### config.mk
export PLATFORM = sky130hd
export DESIGN_NAME = pioc_port_ctrl
export DESIGN_NICKNAME = d
export VERILOG_FILES = /design/src/verilog/pioc_pkg.sv /design/src/verilog/pioc_change_detect.sv /design/src/verilog/pioc_port_ctrl.sv
export SDC_FILE = /design/constraint.sdc
export NUM_CORES = 1
export LEC_CHECK = 0
export BUFFER_PORTS_ARGS = -buffer_cell sky130_fd_sc_hd__buf_2
export CORE_UTILIZATION = 30
export CTS_CLUSTER_SIZE = 14
export DETAILED_ROUTE_END_ITERATION = 6
export GPL_TIMING_DRIVEN = 0
export PLACE_DENSITY = 0.6
export SLEW_MARGIN = 40
export SYNTH_ARGS = -nofsm -noshare
export SYNTH_HDL_FRONTEND = slang
export SYNTH_SLANG_ARGS = --single-unit
### constraint.sdc
create_clock -name core_clk -period 1.5 [get_ports core_clk]
set_input_delay 0.15 -clock core_clk [delete_from_list [all_inputs] [get_ports core_clk]]
set_output_delay 0.15 -clock core_clk [all_outputs]
set_load 0.01 [all_outputs]
### src/verilog/pioc_pkg.sv
package pioc_pkg;

	// Register addresses in the I/O control space
	localparam logic [7:0] PIOC_ADDR_DIRECTION   = 8'hf6;
	localparam logic [7:0] PIOC_ADDR_CHANGE_EN   = 8'hf9;
	localparam logic [7:0] PIOC_ADDR_PRESCALER   = 8'hfa;
	localparam logic [7:0] PIOC_ADDR_PULL_DOWN   = 8'hfb;
	localparam logic [7:0] PIOC_ADDR_OPEN_DRAIN  = 8'hfc;
	localparam logic [7:0] PIOC_ADDR_PULL_HIGH   = 8'hfd;
	localparam logic [7:0] PIOC_ADDR_SYS_CTRL    = 8'hfe;

	// Reset values
	localparam logic [7:0] PIOC_RST_DIRECTION    = 8'hff;
	localparam logic [7:0] PIOC_RST_CHANGE_EN    = 8'hff;
	localparam logic [7:0] PIOC_RST_PULL_DOWN    = 8'hff;
	localparam logic [7:0] PIOC_RST_OPEN_DRAIN   = 8'h00;
	localparam logic [7:0] PIOC_RST_PULL_HIGH    = 8'hff;
	localparam logic [7:0] PIOC_RST_SYS_CTRL     = 8'ha0;
	localparam logic [7:0] PIOC_RST_PORT_LATCH   = 8'h00;

	// Implemented bit masks
	localparam logic [7:0] PIOC_MASK_ALL         = 8'hff;
	localparam logic [7:0] PIOC_MASK_SYS_CTRL    = 8'hec;
	localparam logic [7:0] PIOC_MASK_OD_PINS     = 8'hf7;
	localparam logic [7:0] PIOC_MASK_PH_PINS     = 8'h17;
	localparam logic [7:0] PIOC_ZERO             = 8'h00;

	// System control field positions
	localparam int PIOC_SC_CONST_SINK            = 2;
	localparam int PIOC_SC_LOW_POWER_RST         = 3;
	localparam int PIOC_SC_LOW_VOLT_RST          = 5;
	localparam int PIOC_SC_EXT_IRQ_SEL           = 6;
	localparam int PIOC_SC_WATCHDOG              = 7;

	// Pin numbers with special roles
	localparam int PIOC_PIN_EXT_IRQ              = 0;
	localparam int PIOC_PIN_SINK                 = 1;

	// Per-pin analog controls handed to the pad ring
	typedef struct packed {
		logic [7:0] drive_en;    // Output driver enabled
		logic [7:0] drive_val;   // Level driven
		logic [7:0] pullup_en;   // Pull-high active
		logic [7:0] pulldown_en; // Pull-down active
		logic [7:0] opendrain;   // Open-drain mode
		logic       const_sink;  // Constant sink on pin 1
	} pioc_pad_ctrl_t;

	// System functions enabled by software
	typedef struct packed {
		logic watchdog_enable;
		logic low_voltage_reset_enable;
		logic low_power_reset_enable;
		logic ext_irq_pin_select;
	} pioc_sys_en_t;

endpackage

### src/verilog/pioc_change_detect.sv
`timescale 1ns/1ps
`default_nettype none

// Samples the pins and reports changes on enabled pins
module pioc_change_detect
	import pioc_pkg::*;
#(
	parameter int WIDTH = 8
) (
	input  wire logic             core_clk,
	input  wire logic             rst_n,
	input  wire logic [WIDTH-1:0] pin_in,
	input  wire logic [WIDTH-1:0] change_en,
	output logic      [WIDTH-1:0] pin_level,
	output logic                  change_event
);

	logic [WIDTH-1:0] prev_level;   // Level one clock earlier
	logic [WIDTH-1:0] mismatch;     // Per-pin difference

	// Compare current sample against previous, enabled pins only
	assign mismatch     = (pin_level ^ prev_level) & change_en;
	assign change_event = |mismatch;

	// Sample and history registers
	always_ff @(posedge core_clk or negedge rst_n) begin
		if (!rst_n) begin
			pin_level  <= '0;
			prev_level <= '0;
		end else begin
			pin_level  <= pin_in;
			prev_level <= pin_level;
		end
	end

endmodule

`default_nettype wire

### src/verilog/pioc_port_ctrl.sv
// Operation
// - Direction bit one means input, zero output
// - Change-enable bit gates pin change interrupt
// - Prescaler view reads live shared counter
// - Pull-down active low, nibbles swapped
// - Open-drain bits enable open-drain drive
// - Bit 3 open-drain/pull-high is storage only
// - Pull-high active low on pins 0,1,2,4
// - Constant sink on pin 1 in output
// - System bit 3 enables low-power reset
// - System bit 5 enables low-voltage reset
// - Select bit makes pin 0 interrupt input
// - Select clear leaves pin 0 plain
// - System bit 7 enables the watchdog
// - System bits 0,1,4 unimplemented
// - All control registers read and write
// - Change sets sticky flag until cleared
// - Direction resets to all inputs
`timescale 1ns/1ps
`default_nettype none

module pioc_port_ctrl
	import pioc_pkg::*;
#(
	parameter int WIDTH = 8
) (
	input  wire logic             core_clk,
	input  wire logic             rst_n,
	// I/O control space access from the core
	input  wire logic             io_control_write_instr,
	input  wire logic             io_control_read_instr,
	input  wire logic [7:0]       io_addr,
	input  wire logic [7:0]       io_wdata,
	output logic      [7:0]       io_rdata,
	// Port data register access from the core
	input  wire logic             port_write,
	input  wire logic [WIDTH-1:0] port_wdata,
	output logic      [WIDTH-1:0] port_rdata,
	// Interrupt status flag for port changes
	input  wire logic             port_change_flag_clear,
	output logic                  port_change_flag,
	// Prescaler count from the timer block
	input  wire logic [7:0]       prescaler_count,
	// Pin side
	input  wire logic [WIDTH-1:0] pin_in,
	output logic      [WIDTH-1:0] pin_out,
	output logic      [WIDTH-1:0] pin_oe,
	output pioc_pad_ctrl_t        pad_ctrl,
	// System enables and external interrupt level
	output pioc_sys_en_t          sys_en,
	output logic                  ext_irq_level
);

	// Merge write data into implemented bits only
	function automatic logic [7:0] pioc_merge(input logic [7:0] data, input logic [7:0] mask);
		pioc_merge = data & mask;
	endfunction

	// Swap the two nibbles of a byte
	function automatic logic [7:0] pioc_swap(input logic [7:0] v);
		pioc_swap = {v[3:0], v[7:4]};
	endfunction

	// Control registers
	logic [7:0]       port_direction;          // One bit per pin, 1 = input
	logic [7:0]       port_change_irq_enable;  // Change interrupt enables
	logic [7:0]       pull_down_control;       // Active low, nibble swapped
	logic [7:0]       open_drain_control;      // Open-drain enables plus storage bit
	logic [7:0]       pull_high_control;       // Active low on pins 0,1,2,4, bits 3,5,6,7 storage only
	logic [7:0]       system_control;          // System enables
	logic [WIDTH-1:0] port_latch;              // Output data latch

	// Decoded strobes
	wire wr_direction = io_control_write_instr && (io_addr == PIOC_ADDR_DIRECTION);
	wire wr_change_en = io_control_write_instr && (io_addr == PIOC_ADDR_CHANGE_EN);
	wire wr_pull_down = io_control_write_instr && (io_addr == PIOC_ADDR_PULL_DOWN);
	wire wr_open_drn  = io_control_write_instr && (io_addr == PIOC_ADDR_OPEN_DRAIN);
	wire wr_pull_high = io_control_write_instr && (io_addr == PIOC_ADDR_PULL_HIGH);
	wire wr_sys_ctrl  = io_control_write_instr && (io_addr == PIOC_ADDR_SYS_CTRL);

	// Sampled pin levels and change event
	logic [WIDTH-1:0] pin_level;
	logic             change_event;

	// Change detection on enabled pins
	pioc_change_detect #(
		.WIDTH       (WIDTH)
	) u_change (
		.core_clk    (core_clk),
		.rst_n       (rst_n),
		.pin_in      (pin_in),
		.change_en   (port_change_irq_enable[WIDTH-1:0]),
		.pin_level   (pin_level),
		.change_event(change_event)
	);

	// Effective direction: pin 0 held as input while interrupt selected
	wire              ext_sel   = system_control[PIOC_SC_EXT_IRQ_SEL];
	wire [WIDTH-1:0]  out_mode  = ~port_direction[WIDTH-1:0];
	wire [WIDTH-1:0]  ext_mask  = {{(WIDTH-1){1'b0}}, ext_sel};
	wire [WIDTH-1:0]  drive_sel = out_mode & ~ext_mask;
	wire [WIDTH-1:0]  od_pins   = open_drain_control[WIDTH-1:0] & PIOC_MASK_OD_PINS[WIDTH-1:0];

	// Open-drain pins only drive when the latch is low
	assign pin_out = port_latch;
	assign pin_oe  = drive_sel & ~(od_pins & port_latch);

	// Pad controls
	assign pad_ctrl.drive_en    = pin_oe;
	assign pad_ctrl.drive_val   = port_latch;
	assign pad_ctrl.opendrain   = od_pins;
	assign pad_ctrl.pullup_en   = ~pull_high_control & PIOC_MASK_PH_PINS;
	assign pad_ctrl.pulldown_en = ~pioc_swap(pull_down_control);
	assign pad_ctrl.const_sink  = system_control[PIOC_SC_CONST_SINK] && drive_sel[PIOC_PIN_SINK];

	// System enables
	assign sys_en.watchdog_enable          = system_control[PIOC_SC_WATCHDOG];
	assign sys_en.low_voltage_reset_enable = system_control[PIOC_SC_LOW_VOLT_RST];
	assign sys_en.low_power_reset_enable   = system_control[PIOC_SC_LOW_POWER_RST];
	assign sys_en.ext_irq_pin_select       = ext_sel;

	// External interrupt level from pin 0 only when selected
	assign ext_irq_level = ext_sel && pin_level[PIOC_PIN_EXT_IRQ];

	// Port data read: pin level for input-mode pins and for pin 0 while interrupt selected, latch otherwise
	assign port_rdata = (pin_level & ~drive_sel) | (port_latch & drive_sel);

	// Read multiplexer
	logic [7:0] next_rdata;
	always_comb begin
		case (io_addr)
			PIOC_ADDR_DIRECTION:  next_rdata = port_direction;
			PIOC_ADDR_CHANGE_EN:  next_rdata = port_change_irq_enable;
			PIOC_ADDR_PRESCALER:  next_rdata = prescaler_count;
			PIOC_ADDR_PULL_DOWN:  next_rdata = pull_down_control;
			PIOC_ADDR_OPEN_DRAIN: next_rdata = open_drain_control;
			PIOC_ADDR_PULL_HIGH:  next_rdata = pull_high_control;
			PIOC_ADDR_SYS_CTRL:   next_rdata = system_control;
			default:              next_rdata = PIOC_ZERO;
		endcase
	end

	// Read data register, updated on a read instruction
	always_ff @(posedge core_clk or negedge rst_n) begin
		if (!rst_n) begin
			io_rdata <= PIOC_ZERO;
		end else if (io_control_read_instr) begin
			io_rdata <= next_rdata;
		end
	end

	// Control register writes
	always_ff @(posedge core_clk or negedge rst_n) begin
		if (!rst_n) begin
			port_direction         <= PIOC_RST_DIRECTION;
			port_change_irq_enable <= PIOC_RST_CHANGE_EN;
			pull_down_control      <= PIOC_RST_PULL_DOWN;
			open_drain_control     <= PIOC_RST_OPEN_DRAIN;
			pull_high_control      <= PIOC_RST_PULL_HIGH;
			system_control         <= PIOC_RST_SYS_CTRL;
		end else begin
			if (wr_direction) port_direction <= pioc_merge(io_wdata, PIOC_MASK_ALL);
			if (wr_change_en) port_change_irq_enable <= pioc_merge(io_wdata, PIOC_MASK_ALL);
			if (wr_pull_down) pull_down_control <= pioc_merge(io_wdata, PIOC_MASK_ALL);
			if (wr_open_drn)  open_drain_control <= pioc_merge(io_wdata, PIOC_MASK_ALL);
			if (wr_pull_high) pull_high_control <= pioc_merge(io_wdata, PIOC_MASK_ALL);
			if (wr_sys_ctrl)  system_control <= pioc_merge(io_wdata, PIOC_MASK_SYS_CTRL);
		end
	end

	// Port output latch
	always_ff @(posedge core_clk or negedge rst_n) begin
		if (!rst_n) begin
			port_latch <= PIOC_RST_PORT_LATCH[WIDTH-1:0];
		end else if (port_write) begin
			port_latch <= port_wdata;
		end
	end

	// Sticky change flag, a new event wins over a clear
	always_ff @(posedge core_clk or negedge rst_n) begin
		if (!rst_n) begin
			port_change_flag <= 1'b0;
		end else if (change_event) begin
			port_change_flag <= 1'b1;
		end else if (port_change_flag_clear) begin
			port_change_flag <= 1'b0;
		end
	end

endmodule

`default_nettype wire

==> flow_summary_export.csv, run 1 <==
group,metric,value,unit
cts,clk_pin_slew_worst_paths,0.06,ns
synthesis,async_flop_share,100,%
timing,finalHoldViolCount,0,
layout,nFillCells,1257,
min_path,hp-class,"in -> reg",
synthesis,synth_edf_count,0,
cts,h-tree-depth,3,
setup_path,r2r_slack,0.08,ns
layout,final_nets,510,
drt,wl_met1,4.62,mm
synthesis,ys.flop_type,"dfrtp_1",
setup_path,cp_slowest_stage_delay,0.57,ns
timing,max_slew.worst_pin.slew,0.533,ns
synthesis,synth_cell_types,39,
setup_path,end_kind,"output pin",
drt,via_count,2881,
timing,slew_violations,0,
timing,slew_headroom,64.5,%
synthesis,yosys_warnings,0,
timing,setup_violations,1,
setup_path,start_kind,"register",
synthesis,synth_area,3900,um2
global_routing,antenna_found_initial,0,
layout,finish.utilization,41.7,%
die,rows,41,
die,dieArea,13500,um2
outcome,status,"finished, violations left",
timing,setup-tns-final,-0.0352,ns
outcome,violations,"setup timing",
synthesis,synth-seq-cells,78,
layout,layout-drive-gt1-share,62.0,%
cts,clk-insertion-delay-late,0.34,ns
die,ios,125,
timing,timing.final.ws_setup,-0.0352,ns
setup_path,crit_chain,"nor2_2, mux2_4, buf_6",
cts,cts_tree,"yes",
cts,cts_root_buf,"clkbuf_16",
cts,clk_path_buf_depth,2,
setup_path,cp_max_fo,3,
drt,drt_first_pass_iters,4,
die,die_w,116,um
drt,highest_layer,"met4",
timing,skew,0.00410,ns
drt,drc_errors,0,
drt,wl_met2,4.64,mm
timing,grt_setup_unrepaired,"yes",
global_routing,grt_max_degree,53,
die,initial_utilization,30.9,%
cts,clock-sinks,78,
power_and_ir_drop,leakage,2.47,nW
placement,dpl_cell_area,4740,um2
drt,route.met3.wl,702,um
layout,n_antenna_cell,0,
run,maxCapViolations,0,
timing,fin_crit,1.54,ns
timing,max_freq,0.651,GHz
power_and_ir_drop,power.density,978,nW/um2
setup_path,crit_path_top_delay_cell,"dfstp_2",
setup_path,required,1.35,ns
placement,gp_congestion,0.823,
setup_path,cp.arrival,1.39,ns
drt,wl,10.1,mm
layout,multi_input_area,1560,um2
cts,numCtsBuffers,9,
layout,ff_latch_area,2000,um2
die,core_area,12600,um2
die,die_y,116,um
global_routing,track_usage,15.6,%
synthesis,synth_cells,313,
global_routing,grt_pass1_vias,2776,
setup_path,cp_top_family,"flip-flops",
synthesis,syn_area_per_cell,12.5,um2
layout,design_area,5270,um2
placement,place_hpwl,7.53,mm
layout,synthToLayoutAreaGrowth,35.1,%
power_and_ir_drop,irDropWorstVdd,0.000558,V
global_routing,grt-ovfl-total,0,
synthesis,ys_seq_area_share,51.2,%
drt,avgRoutedWirePerCell,15.8,um
global_routing,grt_first_pass_wirelength,15.3,mm
drt,ant_nets,0,
drt,drt-initial-drc-count,86,
timing,finalCritPeriodShare,102,%
setup_path,crit_type,"reg -> out",
placement,port_buffers,115,
drt,vias_per_cell,4.49,
setup_path,crit_buf_inv,1,
## cell usage in the layout, fill, tap and decap left out, types with 4 or more instances in the layout
| cell | n |
|---|---|
| a21oi_1 | 10 |
| inv_1 | 22 |
| dfstp_2 | 34 |
| dlygate4sd3_1 | 9 |
| dfrtp_1 | 43 |
| clkbuf_1 | 6 |
| a22oi_1 | 5 |
| buf_2 | 109 |
| nand3_1 | 4 |
| buf_4 | 46 |
| a22o_1 | 4 |
| mux2_4 | 8 |
| nor2b_1 | 6 |
| nor2_1 | 9 |
| o22ai_1 | 11 |
| nand2_1 | 4 |
| mux2_2 | 57 |
| mux2i_1 | 10 |
| xor2_1 | 8 |
| conb_1 | 5 |
| buf_6 | 12 |
| clkbuf_16 | 9 |
## final cells by class
| type | count | area share [%] |
|---|---|---|
| inverters | 22 | 1.57 |
| repair buffers | 136 | 15.9 |
| clock buffers | 14 | 4.82 |
| plain buffers | 43 | 5.99 |
| flip-flops and latches | 78 | 37.9 |
| well taps | 172 | 4.09 |
| multi-input cells | 174 | 29.6 |
| clock inverters | 2 | 0.190 |
## through the flow
step | hold slack [ns] | worst slack [ns] | std cells | total power, mW
6_report | 0.0390 | -0.0352 | 641 | 5.15
3_3_place_gp | 0.259 | -0.273 | 604 | 3.10
2_1_floorplan | -0.146 | 0.256 | 317 | 2.79
5_1_grt | 0.0319 | -0.0652 | 641 | 5.39
3_5_place_dp | 0.0349 | -0.0957 | 605 | 3.13
4_1_cts | 0.0260 | -0.0331 | 641 | 5.23
## path summary, 6_finish.rpt
kind / start / to / cells after the start
max in group asynchronous: rst_n / port_change_irq_enable[5] / 3
max reg2reg: open_drain_control[1] / io_rdata[1] / 5
max: port_direction[0] / port_rdata[0] / 3
min: port_wdata[6] / pin_out[6] / 2
min in group asynchronous: rst_n / pin_out[2] / 2
min reg2reg: u_change.pin_level[5] / u_change.prev_level[5] / 0
## where the power goes
| group | switching, mW | total [mW] | internal [mW] |
|---|---|---|---|
| clock network | 0.807 | 1.97 | 1.16 |
| logic | 0.378 | 0.827 | 0.449 |
| registers | 0.103 | 2.36 | 2.25 |
| total | 1.29 | 5.15 | 3.86 |
## cells by family after synthesis
| family | after synthesis | synth area share, % |
|---|---|---|
| other | 1 | 0.0962 |
| buffers and inverters | 65 | 10.2 |
| and+or+nand+nor | 42 | 7.54 |
| AOI/OAI and AO/OA | 44 | 7.83 |
| xor gates and xnor gates | 8 | 1.80 |
| muxes | 75 | 21.3 |
| DFF | 78 | 51.2 |
## metal layers
layer / track usage [%] / vias to the layer above
li1: - / 1372
met1: 21.3 / 1399
met2: 23.7 / 99
met3: 4.86 / 11
met4: 4.96 / 0
met5: 0 / -
## Yosys cell counts (all sizes together) (5+ instances only)
cell type	count	area, um2
dfstp	34	893
a21oi	10	50.1
a22oi	5	37.5
buf	41	308
nand3	8	82.6
mux2i	10	100
dfrtp	44	1100
nor2	10	37.5
mux2	65	732
o22ai	11	68.8
xor2	8	70.1
nor2b	7	51.3
inv	22	82.6
## what timing repair did
action	in CTS	in global routing
pin swaps	1	1
endpoints found under the hold margin	41	0
hold buffers	9	0
setup endpoints to repair	9	10
buffers inserted	11	0
resized for setup	18	2
Note: power is estimated with default switching activity, not from simulation.
==> run 2, diff against run 1 <==
--- a/config.mk
+++ b/config.mk
@@ -9,7 +9,7 @@
 export CORE_UTILIZATION = 30
 export CTS_CLUSTER_SIZE = 14
 export DETAILED_ROUTE_END_ITERATION = 6
-export GPL_TIMING_DRIVEN = 0
+export GPL_TIMING_DRIVEN = 1
 export PLACE_DENSITY = 0.6
 export SLEW_MARGIN = 40
 export SYNTH_ARGS = -nofsm -noshare
==> run 2 against run 1 <==
  * The run still ends with setup timing left
  * Global-route usage rose by 0.92 points
  * Sequential power barely moved
  * Non-clock buffer count fell by 18
  * Sequential share of layout area rose by 0.59 points
  * Worst setup slack improved by 0.012 ns
  * Combinational power fell by 5.7%
  * Core utilization fell by 0.63 points
  * Clock power rose by 16%
  * Maximum frequency rose by 0.77%
  * Sequential cell count did not move
  * Clock skew rose by 0.0020 ns
  * Clock-buffer cell count fell by 3
  * Critical path type unchanged
  * Highest routed layer unchanged
==> flow_summary_export.csv, run 2 (synthesis gave the netlist of run 1 again) <==
group,metric,value,unit
power_and_ir_drop,power.density,1040,nW/um2
cts,clk_pin_slew_worst_paths,0.06,ns
global_routing,grt_use_met2,25.4,%
die,ios,125,
global_routing,grt_first_pass_wirelength,16.0,mm
power_and_ir_drop,p_switching,1.33,mW
die,rows,41,
cts,clk_path_buf_depth,2,
die,die_y,116,um
min_path,hp-class,"in -> reg",
drt,wl,10.6,mm
power_and_ir_drop,seqPwrFrac,43.6,%
timing,fin_crit,1.52,ns
die,initial_utilization,30.9,%
power_and_ir_drop,swShare,24.6,%
setup_path,required,1.35,ns
timing,finalCritPeriodShare,102,%
setup_path,crit_chain,"nor2_2, mux2_4, buf_6",
setup_path,cp_slowest_stage_delay,0.57,ns
power_and_ir_drop,combPwrFrac,14.4,%
drt,avgRoutedWirePerCell,16.9,um
setup_path,crit_path_top_delay_cell,"dfstp_2",
timing,timing.hold.ws,0.0446,ns
cts,cts_tree,"yes",
drt,drc_errors,0,
layout,fin_cells,623,
placement,gp_congestion,0.901,
timing,finalHoldViolCount,0,
global_routing,track_usage,16.6,%
timing,timing.final.ws_setup,-0.0234,ns
timing,skew,0.00606,ns
setup_path,cp_max_fo,2,
layout,final_nets,492,
drt,vias_per_cell,4.61,
global_routing,gr-usage-met3,4.60,%
cts,h-tree-depth,3,
timing,slew_violations,0,
global_routing,grt.busiest_layer,"met2",
outcome,status,"finished, violations left",
layout,layout_common_cells,"110 x buf_2, 57 x mux2_2, 43 x dfrtp_1",
power_and_ir_drop,leakage,2.41,nW
die,core_area,12600,um2
layout,layout-drive-gt1-share,62.1,%
cts,clock-sinks,78,
layout,mostFrequentLayoutCell,"buf_2",
setup_path,crit_type,"reg -> out",
drt,drt_first_pass_iters,4,
timing,setup_violations,2,
power_and_ir_drop,pwr-share-clk,42.0,%
global_routing,grt_use_met1,23.0,%
power_and_ir_drop,intPower,4.08,mW
cts,numCtsBuffers,9,
global_routing,grt_pass1_vias,2877,
run,maxCapViolations,0,
layout,finish.utilization,41.1,%
timing,grt_setup_unrepaired,"yes",
timing,max_freq,0.656,GHz
layout,synthToLayoutAreaGrowth,33.1,%
cts,clk-insertion-delay-late,0.34,ns
outcome,violations,"setup timing",
drt,drt-initial-drc-count,104,
global_routing,antenna_found_initial,0,
setup_path,cp.arrival,1.37,ns
global_routing,grt-ovfl-total,0,
global_routing,grt_max_degree,36,
setup_path,end_kind,"output pin",
cts,cts_root_buf,"clkbuf_16",
placement,dp.cells,590,
die,die_w,116,um
power_and_ir_drop,irDropWorstVdd,0.000595,V
setup_path,start_kind,"register",
drt,ant_nets,0,
drt,via_count,2874,
power_and_ir_drop,finalPower,5.41,mW
layout,n_antenna_cell,0,
placement,post-place-ws,-0.0103,ns
die,dieArea,13500,um2
placement,place_hpwl,7.83,mm
placement,port_buffers,119,
==> run 2: changes by cell type in the layout (fill, tap and decap cells not counted), sizes merged <==
cell	before	now
clkbuf	16	11
inv	22	23
buf	168	152
bufinv	0	1
clkinvlp	0	1
==> run 2: layer usage <==
metal  part of all wire, %  wire length (um)
met4                   1.3               142
met1                    47              4980
met2                    46              4810
met3                   5.9               620
met5                     0                 0
==> run 2: final cells by class <==
cell class / instances / area, um2
clock buffers: 11 / 264
clock inverters: 5 / 53.8
fillers: 1226 / 7430
inverters: 22 / 82.6
multi-input cells: 174 / 1560
flip-flops and latches: 78 / 2000
well taps: 172 / 215
repair buffers: 161 / 1010
==> run 2: timing repair <==
item / in CTS / in global routing
buffers inserted: 10 / 0
pin swaps: 1 / 3
resized for setup: 19 / 2
hold buffers: 9 / 0
endpoints found under the setup margin: 8 / 10
hold endpoints to repair: 28 / 0
gates cloned: 0 / 0
==> run 2: worst max-delay path, delay by kind of cell (launching register included) <==
kind | cells | cell delay [ns]
buffers and inverters | 1 | 0.12
flip-flops | 1 | 0.57
multiplexers | 1 | 0.30
AND/OR/NAND/NOR | 1 | 0.05
==> run 2: path summary, 6_finish.rpt <==
| path | start | endpoint | slack (ns) | cells after the start |
|---|---|---|---|---|
| max in group asynchronous | rst_n | pull_down_control[3] | 0.70 | 3 |
| setup / recovery | port_direction[0] | port_rdata[0] | -0.02 | 3 |
| setup reg to reg | port_direction[2] | io_rdata[2] | 0.12 | 5 |
| hold reg to reg | u_change.pin_level[5] | u_change.prev_level[5] | 0.42 | 0 |
| hold / removal | port_wdata[7] | pin_out[7] | 0.04 | 2 |
| min in group asynchronous | rst_n | open_drain_control[2] | 0.25 | 2 |
==> run 2: stage by stage <==
stage          TNS [ns]  area (um2)
2_1_floorplan         0        3910
3_3_place_gp          0        4620
3_5_place_dp    -0.0378        4620
4_1_cts         -0.0399        5180
5_1_grt          -0.148        5190
6_report        -0.0298        5190
==> run 2: power groups by stage <==
stage	logic (mW)	registers (mW)	clock network, mW
2_1_floorplan	0.417	2.37	0
3_3_place_gp	0.686	2.39	0
3_5_place_dp	0.692	2.39	0
6_report	0.780	2.36	2.28
4_1_cts	0.787	2.36	2.33
5_1_grt	0.852	2.37	2.43
==> run 3, diff against run 2 <==
--- a/config.mk
+++ b/config.mk
@@ -5,12 +5,13 @@
 export SDC_FILE = /design/constraint.sdc
 export NUM_CORES = 1
 export LEC_CHECK = 0
+export ABC_AREA = 1
 export BUFFER_PORTS_ARGS = -buffer_cell sky130_fd_sc_hd__buf_2
 export CORE_UTILIZATION = 30
 export CTS_CLUSTER_SIZE = 14
 export DETAILED_ROUTE_END_ITERATION = 6
 export GPL_TIMING_DRIVEN = 1
-export PLACE_DENSITY = 0.6
+export PLACE_DENSITY = 0.59
 export SLEW_MARGIN = 40
 export SYNTH_ARGS = -nofsm -noshare
 export SYNTH_HDL_FRONTEND = slang
==> run 3 against run 2 <==
  * The run now ends clean
  * Non-clock buffer count fell by 25
  * First-iteration DRC count rose by 76%
  * Via count rose by 23%
  * Routed wire length rose by 11%
  * Register-to-register slack improved by 0.11 ns
  * Global-route usage rose by 0.76 points
  * Maximum frequency rose by 9.9%
  * Sequential cell count did not move
  * Critical path depth rose by 1
  * Worst setup slack improved by 0.14 ns
  * Die area rose by 5.8%
  * Worst hold slack got worse by 0.037 ns
==> flow_summary_export.csv, run 3 <==
group,metric,value,unit
outcome,status,"completed",
layout,synthToLayoutAreaGrowth,22.9,%
synthesis,syn_area_per_cell,8.34,um2
setup_path,crit_buf_inv,2,
synthesis,synth.area.mux_share,0,%
cts,cts_root_buf,"clkbuf_16",
die,core_area,13300,um2
placement,post-place-ws,0.0767,ns
drt,drt-initial-drc-count,183,
synthesis,ys_seq_area_share,48.3,%
cts,postCtsSetupBuffers,0,
die,dieArea,14200,um2
drt,vias_per_cell,4.51,
setup_path,crit_type,"reg -> out",
placement,port_buffers,119,
setup_path,cp.arrival,1.24,ns
die,die_w,119,um
setup_path,cp_slowest_stage_delay,0.46,ns
setup_path,start_kind,"register",
synthesis,yosys_warnings,0,
synthesis,yosysTopAreaCell,"dfrtp_1",
placement,place_hpwl,8.93,mm
timing,finalHoldViolCount,0,
synthesis,yosys.cell_count.top_type,"nand2_1",
run,maxCapViolations,0,
timing,timing.final.ws_setup,0.114,ns
synthesis,synth_common_cells,"144 x nand2_1, 56 x o21ai_0, 44 x dfrtp_1, 44 x nand3_1, 37 x inv_1",
timing,skew,0.00593,ns
cts,clk_path_buf_depth,2,
global_routing,gr-usage-met3,5.12,%
synthesis,synthAdderAreaFrac,0,%
setup_path,end_kind,"output pin",
power_and_ir_drop,power.density,1020,nW/um2
power_and_ir_drop,leakage,2.85,nW
timing,setup_violations,0,
layout,multi_input_area,1640,um2
drt,via_count,3526,
power_and_ir_drop,irDropWorstVdd,0.000510,V
cts,h-tree-depth,3,
synthesis,synth_cell_types,24,
synthesis,async_flop_share,100,%
global_routing,grt_use_met2,28.2,%
synthesis,synth_top_area_share,26.7,%
global_routing,grt_use_met1,22.4,%
cts,clk-insertion-delay-late,0.35,ns
die,rows,42,
die,initial_utilization,30.9,%
drt,avgRoutedWirePerCell,15.0,um
timing,max_freq,0.721,GHz
synthesis,ys.flop_type,"dfrtp_1",
placement,gp_congestion,0.922,
global_routing,grt_pass1_vias,3569,
layout,n_antenna_cell,0,
layout,mostFrequentLayoutCell,"nand2_1",
drt,drt_first_pass_iters,4,
synthesis,synthSimpleGateAreaFrac,29.4,%
cts,cts_tree,"yes",
drt,drc_errors,0,
setup_path,cp_max_fo,5,
layout,final_nets,646,
global_routing,grt-ovfl-total,0,
cts,clk_pin_slew_worst_paths,0.07,ns
layout,finish.utilization,38.0,%
synthesis,synth_edf_count,0,
synthesis,synth_area_leaders,"dfrtp_1 27%, dfstp_2 22%, nand2_1 13%",
layout,layout_common_cells,"144 x nand2_1, 118 x buf_2, 56 x o21ai_0",
setup_path,required,1.35,ns
cts,numCtsBuffers,9,
drt,wl,11.7,mm
synthesis,synth-seq-cells,78,
min_path,hp-class,"in -> reg",
synthesis,synth_top_family_by_area,"simple AND/OR/NAND/NOR gates",
synthesis,synth_cells,495,
drt,ant_nets,0,
die,die_y,119,um
synthesis,synth-xor-area-share,0.212,%
layout,ff_latch_area,1990,um2
global_routing,grt.busiest_layer,"met2",
global_routing,grt_max_degree,32,
die,ios,125,
setup_path,crit_chain,"nor2_2, o21ai_0, inv_1, buf_2",
global_routing,antenna_found_initial,0,
cts,clock-sinks,78,
layout,layout-drive-gt1-share,34.7,%
global_routing,grt_first_pass_wirelength,18.7,mm
timing,grt_setup_unrepaired,"no",
timing,fin_crit,1.39,ns
global_routing,track_usage,17.3,%
synthesis,synth_area,4130,um2
timing,finalCritPeriodShare,92.4,%
setup_path,cp_top_family,"flip-flops",
synthesis,synth-compound-area-share,9.64,%
layout,nFillCells,1407,
setup_path,crit_path_top_delay_cell,"dfrtp_1",
timing,slew_violations,0,
timing,setup-tns-final,0,ns
## run 3: per-stage QoR
step           power, mW  instance area [um2]  hold slack (ns)  cells
3_5_place_dp        3.07                 4690           0.0941    756
2_1_floorplan       2.78                 4140           -0.146    499
6_report            5.17                 5080          0.00797    781
5_1_grt             5.40                 5080           0.0307    781
3_3_place_gp        3.06                 4690           0.0903    756
4_1_cts             5.24                 5070          0.00358    781
## run 3: layer usage
layer | wire [um] | part of all wire [%]
met2 | 5430 | 46
met3 | 743 | 6.4
met1 | 5380 | 46
met4 | 136 | 1.2
met5 | 0 | 0
## run 3: area by class of cell
type / count / area share [%]
clock buffer: 9 / 4.44
clock inverter: 7 / 1.26
inverter: 39 / 2.88
multi-input combinational: 336 / 32.3
sequential: 78 / 39.3
tap: 176 / 4.34
timing repair buffer: 136 / 15.5
## run 3: final timing paths
check / start / to / slack (ns) / depth (start not counted)
setup / recovery: system_control[6] / pin_oe[0] / 0.11 / 4
hold / removal: port_wdata[1] / pin_out[1] / 0.008 / 3
setup reg to reg: u_change.pin_level[2] / port_change_flag / 0.23 / 5
hold reg to reg: u_change.pin_level[6] / u_change.prev_level[6] / 0.43 / 0
max in group asynchronous: rst_n / port_direction[4] / 0.66 / 3
min in group asynchronous: rst_n / open_drain_control[1] / 0.28 / 2
## run 3: cell families after synthesis
logic type,Yosys count
AOI/OAI and AO/OA,78
xor gates and xnor gates,1
buffers and inverters,85
DFF,78
other,1
and+or+nand+nor,252
## run 3: timing repair
item	4_1_cts	5_1_grt
resized for setup	0	1
hold buffers	9	0
setup endpoints to repair	0	1
endpoints found under the hold margin	13	0
## run 3: report_power, final
part / leakage [nW] / switching, mW / internal, mW
sequential: 0.902 / 0.103 / 2.28
clock: 0.136 / 0.964 / 1.16
combinational: 1.81 / 0.413 / 0.252
total: 2.85 / 1.48 / 3.69
## run 3: tightest hold or removal path: stages
cell and delay (ns):
buf_2 0.07, nand2_1 0.04, o21ai_0 0.06
